===== config.mk =====
export PLATFORM = sky130hd
export DESIGN_NAME = smd_top
export DESIGN_NICKNAME = d
export VERILOG_FILES = /design/src/smd_pkg.sv /design/src/smd_pdm.sv /design/src/smd_pwm.sv /design/src/smd_top.sv
export VERILOG_INCLUDE_DIRS = /design/src
export SDC_FILE = /design/constraint.sdc
export NUM_CORES = 1
export LEC_CHECK = 0
export ABC_AREA = 1
export BUFFER_PORTS_ARGS = -buffer_cell sky130_fd_sc_hd__buf_2
export CORE_MARGIN = 1
export CORE_UTILIZATION = 30
export CTS_CLUSTER_SIZE = 12
export DETAILED_ROUTE_END_ITERATION = 8
export GPL_TIMING_DRIVEN = 0
export PLACE_DENSITY = 0.57
export SLEW_MARGIN = 20
export SYNTH_ARGS = -nofsm -noshare
export SYNTH_HDL_FRONTEND = slang
export SYNTH_SLANG_ARGS = --single-unit

===== constraint.sdc =====
create_clock -name hclk -period 12.9 [get_ports hclk]
set_input_delay 1.935 -clock hclk [delete_from_list [all_inputs] [get_ports hclk]]
set_output_delay 1.935 -clock hclk [all_outputs]
set_load 0.005 [all_outputs]

===== src/smd_params.svh =====
`ifndef SMD_PARAMS_SVH
`define SMD_PARAMS_SVH

// register word indices (printed offsets are all multiples of four: index * 4)
`define SMD_IDX_SHARED_DIR 4'h3
`define SMD_IDX_VSEL_LOW 4'hC
`define SMD_IDX_VSEL_HIGH 4'hD
`define SMD_IDX_MOTOR_CFG 4'h6
`define SMD_IDX_DRIVE 4'h8
`define SMD_IDX_STATUS 4'h9
`define SMD_IDX_STAT_SEL 4'h2

// field positions
`define SMD_DIR_BIT 3
`define SMD_VL_EXT_OFFTRACK 0
`define SMD_VL_KILL_SEL 1
`define SMD_VL_LEVEL 2

// reset values
`define SMD_RST_NIBBLE 4'h0
`define SMD_RST_DRIVE 10'h000

// timing, clock 40 MHz
`define SMD_CLK_HZ 40000000
`define SMD_PDM_HZ 1000000
`define SMD_PWM_HZ 22050
`define SMD_CDV_HZ 300
`define SMD_CDV_PD_HZ 4230000
`define SMD_PDM_DIV (`SMD_CLK_HZ / `SMD_PDM_HZ)
`define SMD_PWM_DIV (`SMD_CLK_HZ / `SMD_PWM_HZ)
`define SMD_CDV_DIV (`SMD_CLK_HZ / `SMD_CDV_HZ)

// elastic buffer spans -8..+8 frames; cdv pwm spans 20 frames, half full gives 60 %
`define SMD_FIFO_SPAN 8
`define SMD_CDV_SPAN 20
`define SMD_CDV_OFFSET 2

`endif


===== src/smd_pkg.sv =====
package smd_pkg;

  typedef enum logic [1:0] {
    SMD_MODE_PDM = 2'b00,
    SMD_MODE_PWM2 = 2'b01,
    SMD_MODE_PWM4 = 2'b11,
    SMD_MODE_CDV = 2'b10
  } smd_mode_t;

  typedef struct packed {
    logic ext_off_track;
    logic shared_level;
  } smd_pins_in_t;

  typedef struct packed {
    logic motor_out_first;
    logic motor_out_second;
    logic aux_output_pin_a;
    logic aux_output_pin_b;
    logic shared_out;
    logic shared_oe_n;
  } smd_pins_out_t;

  typedef struct packed {
    logic kill_right_n;
    logic subcode_qw;
    logic deemph_active;
    logic int_off_track;
  } smd_core_t;

endpackage


===== src/smd_pdm.sv =====
`timescale 1ns/1ps
`include "smd_params.svh"

module smd_pdm (
  // clock and reset
  input wire logic hclk,
  input wire logic hresetn,
  // control
  input wire logic tick,
  input wire logic [9:0] level,
  // stream
  output logic bit_out
);

  typedef struct packed {
    logic [9:0] acc;
    logic out;
  } smd_pdm_state_t;

  smd_pdm_state_t st_reg;
  smd_pdm_state_t st_next;

  // first-order accumulator; carry is the bit stream, mid level gives 50 %
  always_comb begin
    logic [10:0] sum;
    sum = 11'h000;
    st_next = st_reg;
    if (tick) begin
      sum = {1'b0, st_reg.acc} + {1'b0, level};
      st_next.acc = sum[9:0];
      st_next.out = sum[10];
    end
  end

  always_ff @(posedge hclk or negedge hresetn) begin
    if (!hresetn) begin
      st_reg <= '0;
    end else begin
      st_reg <= st_next;
    end
  end

  assign bit_out = st_reg.out;

endmodule


===== src/smd_pwm.sv =====
`timescale 1ns/1ps
`include "smd_params.svh"

module smd_pwm (
  // clock and reset
  input wire logic hclk,
  input wire logic hresetn,
  // control
  input wire logic [17:0] period,
  input wire logic [17:0] duty,
  // output
  output logic pwm_out
);

  typedef struct packed {
    logic [17:0] cnt;
    logic out;
  } smd_pwm_state_t;

  smd_pwm_state_t st_reg;
  smd_pwm_state_t st_next;

  always_comb begin
    st_next = st_reg;
    if (st_reg.cnt >= period - 18'h00001) begin
      st_next.cnt = 18'h00000;
    end else begin
      st_next.cnt = st_reg.cnt + 18'h00001;
    end
    st_next.out = (st_next.cnt < duty);
  end

  always_ff @(posedge hclk or negedge hresetn) begin
    if (!hresetn) begin
      st_reg <= '0;
    end else begin
      st_reg <= st_next;
    end
  end

  assign pwm_out = st_reg.out;

endmodule


===== src/smd_top.sv =====
`timescale 1ns/1ps
`include "smd_params.svh"

// Contract
// RULE1: shared pin direction bit 3 set makes open-drain output; clear or reset makes input.
// RULE2: pin direction and pin output function are stored independently.
// RULE3: an output function chosen while pin is input leaves input behaviour alone.
// RULE4: low-register bit 0 selects external off-track input, else internal and pin readable.
// RULE5: shared pin level as input is readable through the selected status bit.
// RULE6: shared output: bit1 clear gives right silence, 01 constant low, 11 constant high.
// RULE7: high-register bits 1..0 choose aux a: four-line, subcode, low, high.
// RULE8: high-register bits 3..2 choose aux b: four-line, de-emphasis, low, high.
// RULE9: motor config field selects pulse density, two-line pwm, four-line pwm or cdv.
// RULE10: drive value comes from buffer fill (plus or minus 8 frames) and disc speed.
// RULE11: pulse density on first output; 50 % no drive, more accelerates, less brakes.
// RULE12: in pulse density the second output is the inverse of the first.
// RULE13: in pulse density outputs change only on the 1 MHz times speed tick.
// RULE14: two-line pwm: acceleration on first output, braking on second.
// RULE15: four-line pwm also uses both aux outputs for a four-input bridge.
// RULE16: cdv: position pwm at 300 Hz on first, recovered clock density on second.
// RULE17: cdv position pwm spans 20 frames, half-full buffer gives 60 % duty.
// RULE18: density modulator is a first-order accumulator whose carry is the stream.
// RULE19: four-line aux outputs carry low-side controls, never overlapping the same half.
module smd_top (
  // ahb-lite slave
  input wire logic hclk,
  input wire logic hresetn,
  input wire logic hsel,
  input wire logic [31:0] haddr,
  input wire logic [1:0] htrans,
  input wire logic hwrite,
  input wire logic [2:0] hsize,
  input wire logic [31:0] hwdata,
  input wire logic hready,
  output logic [31:0] hrdata,
  output logic hreadyout,
  output logic hresp,
  // servo inputs
  input wire logic signed [4:0] fifo_pos,
  input wire logic [1:0] speed_factor,
  input wire logic [9:0] pll_level,
  input wire smd_pkg::smd_core_t core,
  // pins
  input wire smd_pkg::smd_pins_in_t pins_in,
  output smd_pkg::smd_pins_out_t pins_out,
  // to decoder
  output logic off_track
);

  typedef struct packed {
    logic [3:0] shared_dir;
    logic [3:0] vsel_low;
    logic [3:0] vsel_high;
    logic [3:0] motor_cfg;
    logic [3:0] stat_sel;
    logic [9:0] drive;
    logic wr_pend;
    logic [3:0] wr_idx;
    logic [31:0] rdata;
    logic [7:0] pdm_cnt;
    logic pdm_tick;
    smd_pkg::smd_pins_out_t pins;
  } smd_state_t;

  smd_state_t st_reg;
  smd_state_t st_next;

  logic pdm_bit;
  logic cdv_bit;
  logic pwm_acc;
  logic pwm_brk;
  logic pwm_pos;
  logic [9:0] servo_level;
  logic [15:0] acc_duty;
  logic [15:0] brk_duty;
  logic [17:0] pos_duty;
  logic [17:0] pos_per;
  logic [7:0] pdm_div;

  // word index from byte address; aligned words only
  function automatic logic [3:0] reg_index(input logic [31:0] a);
    return a[5:2];
  endfunction

  // scale a 9-bit magnitude to a duty count over a period
  function automatic logic [15:0] scale_duty(input logic [8:0] mag, input logic [15:0] per);
    logic [24:0] prod;
    prod = 25'(mag) * 25'(per);
    return prod[24:9];
  endfunction

  smd_pkg::smd_mode_t mode;
  assign mode = smd_pkg::smd_mode_t'(st_reg.motor_cfg[1:0]); // RULE9

  // cdv leaves the servo level off the motor outputs; the drive register is summed with buffer error in every mode
  always_comb begin
    logic signed [11:0] sum;
    sum = $signed({2'b00, st_reg.drive}) + 12'sd16 * 12'(fifo_pos); // RULE10
    if (sum < 12'sd0) begin
      servo_level = 10'h000;
    end else if (sum > 12'sd1023) begin
      servo_level = 10'h3FF;
    end else begin
      servo_level = sum[9:0];
    end
  end

  // speed factor input n shortens the density tick: 1 MHz * 2^n
  assign pdm_div = 8'(`SMD_PDM_DIV) >> speed_factor;

  // acceleration above mid level, braking below
  assign acc_duty = servo_level[9] ?
    scale_duty({servo_level[8:0]}, 16'(`SMD_PWM_DIV)) : 16'h0000; // RULE14
  assign brk_duty = servo_level[9] ?
    16'h0000 : scale_duty(~servo_level[8:0], 16'(`SMD_PWM_DIV)); // RULE14

  // 300 Hz times speed factor; 18 bits because the slowest period exceeds 16 bits
  assign pos_per = 18'(`SMD_CDV_DIV) >> speed_factor; // RULE16

  // 20-frame window offset so that the buffer centre sits at 12 of 20 frames
  always_comb begin
    logic signed [6:0] fr;
    fr = 7'(fifo_pos) + 7'sd12; // RULE17
    if (fr < 7'sd0) begin
      pos_duty = 18'h00000;
    end else if (fr > 7'sd20) begin
      pos_duty = pos_per;
    end else begin
      pos_duty = 18'((32'(fr) * 32'(pos_per)) / `SMD_CDV_SPAN); // RULE16
    end
  end

  smd_pdm u_pdm (
    .hclk(hclk),
    .hresetn(hresetn),
    .tick(st_reg.pdm_tick),
    .level(servo_level),
    .bit_out(pdm_bit)
  ); // RULE18

  smd_pwm u_pwm_acc (
    .hclk(hclk),
    .hresetn(hresetn),
    .period(18'(`SMD_PWM_DIV)),
    .duty({2'b00, acc_duty}),
    .pwm_out(pwm_acc)
  );

  smd_pwm u_pwm_brk (
    .hclk(hclk),
    .hresetn(hresetn),
    .period(18'(`SMD_PWM_DIV)),
    .duty({2'b00, brk_duty}),
    .pwm_out(pwm_brk)
  );

  smd_pwm u_pwm_pos (
    .hclk(hclk),
    .hresetn(hresetn),
    .period(pos_per),
    .duty(pos_duty),
    .pwm_out(pwm_pos)
  );

  // recovered clock level in density form; updated every 40 MHz clock cycle, not at 4.23 MHz
  smd_pdm u_pdm_cdv (
    .hclk(hclk),
    .hresetn(hresetn),
    .tick(1'b1),
    .level(pll_level),
    .bit_out(cdv_bit)
  ); // RULE16

  always_comb begin
    logic [3:0] idx;
    logic status_bit;
    st_next = st_reg;
    idx = reg_index(haddr);
    st_next.pdm_tick = 1'b0;
    if (st_reg.pdm_cnt >= pdm_div - 8'h01) begin
      st_next.pdm_cnt = 8'h00;
      st_next.pdm_tick = 1'b1;
    end else begin
      st_next.pdm_cnt = st_reg.pdm_cnt + 8'h01;
    end

    // write data phase
    st_next.wr_pend = 1'b0;
    if (st_reg.wr_pend) begin
      case (st_reg.wr_idx)
        `SMD_IDX_SHARED_DIR: st_next.shared_dir = hwdata[3:0]; // RULE2
        `SMD_IDX_VSEL_LOW: st_next.vsel_low = hwdata[3:0]; // RULE2
        `SMD_IDX_VSEL_HIGH: st_next.vsel_high = hwdata[3:0];
        `SMD_IDX_MOTOR_CFG: st_next.motor_cfg = hwdata[3:0];
        `SMD_IDX_STAT_SEL: st_next.stat_sel = hwdata[3:0];
        `SMD_IDX_DRIVE: st_next.drive = hwdata[9:0];
        default: st_next.wr_pend = 1'b0;
      endcase
    end

    // shared pin level shows only while the pin is an input and selected
    status_bit = 1'b0;
    if (st_reg.stat_sel == 4'h0) begin
      status_bit = st_reg.shared_dir[`SMD_DIR_BIT] ? 1'b0 : pins_in.shared_level; // RULE5
    end else if (st_reg.stat_sel == 4'h1) begin
      status_bit = st_reg.vsel_low[`SMD_VL_EXT_OFFTRACK] ? 1'b0 : pins_in.ext_off_track; // RULE4
    end

    // address phase
    if (hsel && hready && htrans[1]) begin
      st_next.wr_pend = hwrite;
      st_next.wr_idx = idx;
      case (idx)
        `SMD_IDX_SHARED_DIR: st_next.rdata = {28'h0000000, st_reg.shared_dir};
        `SMD_IDX_VSEL_LOW: st_next.rdata = {28'h0000000, st_reg.vsel_low};
        `SMD_IDX_VSEL_HIGH: st_next.rdata = {28'h0000000, st_reg.vsel_high};
        `SMD_IDX_MOTOR_CFG: st_next.rdata = {28'h0000000, st_reg.motor_cfg};
        `SMD_IDX_STAT_SEL: st_next.rdata = {28'h0000000, st_reg.stat_sel};
        `SMD_IDX_DRIVE: st_next.rdata = {22'h000000, st_reg.drive};
        `SMD_IDX_STATUS: st_next.rdata = {20'h00000, servo_level, 1'b0, status_bit};
        default: st_next.rdata = 32'h00000000;
      endcase
    end

    // motor outputs
    case (mode)
      smd_pkg::SMD_MODE_PDM: begin
        st_next.pins.motor_out_first = pdm_bit; // RULE11 RULE13
        st_next.pins.motor_out_second = ~pdm_bit; // RULE12
      end
      smd_pkg::SMD_MODE_PWM2, smd_pkg::SMD_MODE_PWM4: begin
        st_next.pins.motor_out_first = pwm_acc; // RULE14
        st_next.pins.motor_out_second = pwm_brk; // RULE14
      end
      smd_pkg::SMD_MODE_CDV: begin
        st_next.pins.motor_out_first = pwm_pos; // RULE16
        st_next.pins.motor_out_second = cdv_bit; // RULE16
      end
      default: begin
        st_next.pins.motor_out_first = 1'b0;
        st_next.pins.motor_out_second = 1'b0;
      end
    endcase

    // aux a
    case (st_reg.vsel_high[1:0])
      2'b00: begin
        // low side opposite the active high side, only in four-line mode
        st_next.pins.aux_output_pin_a = (mode == smd_pkg::SMD_MODE_PWM4) && !pwm_acc
          && pwm_brk; // RULE15 RULE19
      end
      2'b01: st_next.pins.aux_output_pin_a = core.subcode_qw; // RULE7
      2'b10: st_next.pins.aux_output_pin_a = 1'b0; // RULE7
      default: st_next.pins.aux_output_pin_a = 1'b1; // RULE7
    endcase

    // aux b; 00 is the second four-line control
    case (st_reg.vsel_high[3:2])
      2'b00: begin
        st_next.pins.aux_output_pin_b = (mode == smd_pkg::SMD_MODE_PWM4) && !pwm_brk
          && pwm_acc; // RULE15 RULE19
      end
      2'b01: st_next.pins.aux_output_pin_b = core.deemph_active; // RULE8
      2'b10: st_next.pins.aux_output_pin_b = 1'b0; // RULE8
      default: st_next.pins.aux_output_pin_b = 1'b1; // RULE8
    endcase

    // shared pin: open drain, so only a low level is driven
    if (!st_reg.vsel_low[`SMD_VL_KILL_SEL]) begin
      st_next.pins.shared_out = core.kill_right_n; // RULE6
    end else begin
      st_next.pins.shared_out = st_reg.vsel_low[`SMD_VL_LEVEL]; // RULE6
    end
    // input role ignores the function field entirely
    st_next.pins.shared_oe_n = !(st_reg.shared_dir[`SMD_DIR_BIT]
      && !st_next.pins.shared_out); // RULE1 RULE3
  end

  always_ff @(posedge hclk or negedge hresetn) begin
    if (!hresetn) begin
      st_reg <= '0;
      st_reg.pins.shared_oe_n <= 1'b1;
      st_reg.pins.motor_out_second <= 1'b1;
    end else begin
      st_reg <= st_next;
    end
  end

  assign off_track = st_reg.vsel_low[`SMD_VL_EXT_OFFTRACK] ?
    pins_in.ext_off_track : core.int_off_track; // RULE4
  assign pins_out = st_reg.pins;
  assign hrdata = st_reg.rdata;
  assign hreadyout = 1'b1;
  assign hresp = 1'b0;

endmodule


==> metrics <==
buffer cell driving the clock tree root=sky130_fd_sc_hd__clkbuf_16; EDFF count, synth=0; clock latency reported for the late side of the worst-skew pair=0.43 ns; class of the worst hold path=register to register; count of pins over their slew limit=0; Tightest Pin Transition=1.12 ns; startpoint of the worst register-to-register path=st_reg[58]$_DFFE_PN0P_; weighted congestion at the end of routability-driven global placement=0.892; slowest cell on the critical path=sky130_fd_sc_hd__fa_1; Die X=238 um; ANT nets after route=0; Hold Startpoint=u_pdm_cdv.st_reg[1]$_DFF_PN0_; wire length of the first global-routing pass=68,800 um; TNS Setup=0 ns; max FFs per register=42; vias in the first global route=14.1k; synthesized-area fraction occupied by and/or/nand/nor cells=0.228; DRT Wirelength=42,100 um; largest driver fanout on the critical path=8; Maximum Capacitance Violations=0; clk sink count=141; unique cell type count in the Yosys netlist=60; H-tree depth=4; Finished Cell Area=20,600 um2; number of flip-flops and latches in the synthesized netlist=141; post-detailed-route DRC marker count=0; adder-cell share of the synthesized area=0.315; CTS tree=done; antenna cells=0; type of origin of the critical path=input pin; leading cell type in the layout, fill and taps excluded=sky130_fd_sc_hd__inv_1; Final Instance Count excl. Fillers=3,123; GRT overflow=0; die area=56,400 um2; instance area at placement=18,100 um2; share of the synthesized netlist area taken by xor and xnor gates=0.0220; number of detailed-routing iterations run before antenna repair=5; post-CTS clock slew at the launch and capture registers of the worst setup and hold paths=0.06 ns; Critical Setup Path Class=input pin to register; Placed Cells incl. Taps=3,005; biggest cell delay along the critical path=0.53 ns; synthesized area divided by synthesized cell count=7.68 um2; all-layer global routing usage=0.149; Die Y=238 um; instance count of the mapped netlist=2,168; Vias/cell=4.62; main combinational cell family by area after synthesis=adder cells; DPL Wire Length=33,600 um; worst-case headroom to the max-slew limit=0.256; Layout area overhead=23.5%; leading cell types in the layout, fill and taps excluded=380 x sky130_fd_sc_hd__inv_1, 327 x sky130_fd_sc_hd__nand2_1, 256 x sky130_fd_sc_hd__ha_1; kind of end point of the critical path=register; layout cells sized above 1=0.216; Final #Nets=2,834; number of CTS-inserted buffers=17; Async S/R FF share, synth=1.00; total of endpoints with negative setup slack in the final report=0; pin count of the biggest net entering global routing=75; CP Data Required Time=13.25 ns; post-synthesis instance area=16,600 um2; vias=14.4k; routed len/inst=13.5 um; Critical Path Most Common Cell=sky130_fd_sc_hd__nand2_4; result of the run=completed; unrepaired setup endpoints after global routing=true; IO Pins=138; Port-buffer cells=61; final hold viol count=0; final period demand of the worst path=12.69 ns; share of synthesized area spent on multiplexers=0.00398; Top FF cell, synth=sky130_fd_sc_hd__dfrtp_1; fraction of the mapped netlist area in compound gates=0.101; highest attainable clock frequency=0.0788 GHz; part of the cycle the worst path needs=0.984; Synthesis Warnings=0; Starting Density=0.306; register area share after synthesis=0.212; core region area=54,300 um2; first element of the critical path=fifo_pos[4]; antenna violations before repair=1; Arrival @ worst endpoint=13.04 ns; number of placement rows=85; worst setup skew after layout=0.00976 ns; initial drt markers=596; clk buf depth=2
synth_stat cells (6+ instances only):
| cell type | count | area share |
|---|---|---|
| sky130_fd_sc_hd__a21oi_1 | 115 | 0.035 |
| sky130_fd_sc_hd__a221oi_1 | 6 | 0.0032 |
| sky130_fd_sc_hd__a32oi_1 | 6 | 0.0032 |
| sky130_fd_sc_hd__and3_1 | 8 | 0.0030 |
| sky130_fd_sc_hd__buf_4 | 40 | 0.018 |
| sky130_fd_sc_hd__clkbuf_1 | 17 | 0.0038 |
| sky130_fd_sc_hd__dfrtp_1 | 139 | 0.21 |
| sky130_fd_sc_hd__fa_1 | 88 | 0.11 |
| sky130_fd_sc_hd__ha_1 | 278 | 0.21 |
| sky130_fd_sc_hd__inv_1 | 398 | 0.090 |
| sky130_fd_sc_hd__inv_2 | 21 | 0.0047 |
| sky130_fd_sc_hd__nand2_1 | 384 | 0.087 |
| sky130_fd_sc_hd__nand2_2 | 58 | 0.022 |
| sky130_fd_sc_hd__nand2_4 | 6 | 0.0041 |
| sky130_fd_sc_hd__nand3_1 | 129 | 0.039 |
| sky130_fd_sc_hd__nand3_2 | 13 | 0.0078 |
| sky130_fd_sc_hd__nand4_1 | 15 | 0.0056 |
| sky130_fd_sc_hd__nor2_1 | 151 | 0.034 |
| sky130_fd_sc_hd__nor3_1 | 42 | 0.013 |
| sky130_fd_sc_hd__nor3b_1 | 12 | 0.0054 |
| sky130_fd_sc_hd__nor4_1 | 7 | 0.0026 |
| sky130_fd_sc_hd__o21ai_0 | 104 | 0.031 |
| sky130_fd_sc_hd__o21ai_1 | 9 | 0.0027 |
| sky130_fd_sc_hd__o21bai_1 | 10 | 0.0045 |
| sky130_fd_sc_hd__o31ai_1 | 7 | 0.0032 |
| sky130_fd_sc_hd__or2_2 | 7 | 0.0026 |
| sky130_fd_sc_hd__xnor2_1 | 15 | 0.0079 |
| sky130_fd_sc_hd__xor2_1 | 25 | 0.013 |
what timing repair did:
item	4_1_cts	5_1_grt
hold buffers	0	0
setup endpoints to repair	1	1
pin swaps	42	116
setup buffers	38	52
gates resized for setup	123	172
critical path, delay by kind of cell:
kind                     cells  cell delay [ns]
AO/OA/AOI/OAI                4             0.56
adder cells (fa/ha/maj)      6             2.35
buffers and inverters       19             1.49
AND/OR/NAND/NOR             78             6.69
metal layers:
layer	GRT usage	routed length (um)	vias to the layer above
li1	-	-	7347
met1	0.194	19700	6845
met2	0.264	20700	183
met3	0.0174	1150	40
met4	0.0291	571	0
met5	0	0	-
cells by family (layout without fill, tap and decap cells):
kind of cell,Yosys count,after routing
flip-flops,141,141
adder cells (fa/ha/maj),366,366
AO/OA/AOI/OAI,295,295
AND/OR/NAND/NOR,838,838
multiplexers,6,6
other,2,38
XOR/XNOR,41,41
buffers and inverters,479,659
layout make-up:
type	count	area, um2
buffer	53	367
clock buffer	19	443
clock inverter	13	130
fill	5493	33800
inverter	422	1620
multi-input combinational	1584	12400
sequential	141	3530
tap	739	925
timing repair buffer	152	1140
metrics by stage:
| step | hold slack (ns) | util | setup WS [ns] |
|---|---|---|---|
| 4_1_cts | 0.475 | 0.358 | 0.00254 |
| 3_3_place_gp | 0.453 | 0.331 | -2.12 |
| 2_1_floorplan | 0.443 | - | 0.304 |
| 3_5_place_dp | 0.460 | 0.332 | -2.46 |
| 5_1_grt | 0.483 | 0.378 | -0.484 |
| 6_report | 0.471 | 0.378 | 0.212 |
final timing paths:
check | to | slack (ns) | depth (start not counted)
setup / recovery | u_pwm_pos.pwm_out$_DFF_PN0_ | 0.21 | 107
min in group asynchronous | st_reg[47]$_DFFE_PN0P_ | 1.46 | 1
hold reg to reg | u_pdm_cdv.st_reg[1]$_DFF_PN0_ | 0.47 | 1
max in group asynchronous | u_pwm_pos.st_reg[5]$_DFF_PN0_ | 10.67 | 2
setup reg to reg | u_pwm_brk.pwm_out$_DFF_PN0_ | 3.91 | 40
hold / removal | u_pdm_cdv.st_reg[1]$_DFF_PN0_ | 0.47 | 1
Power is left out: the tool's default activity adds up to more than one toggle a clock period on the data nets, which glitch-free logic cannot reach.
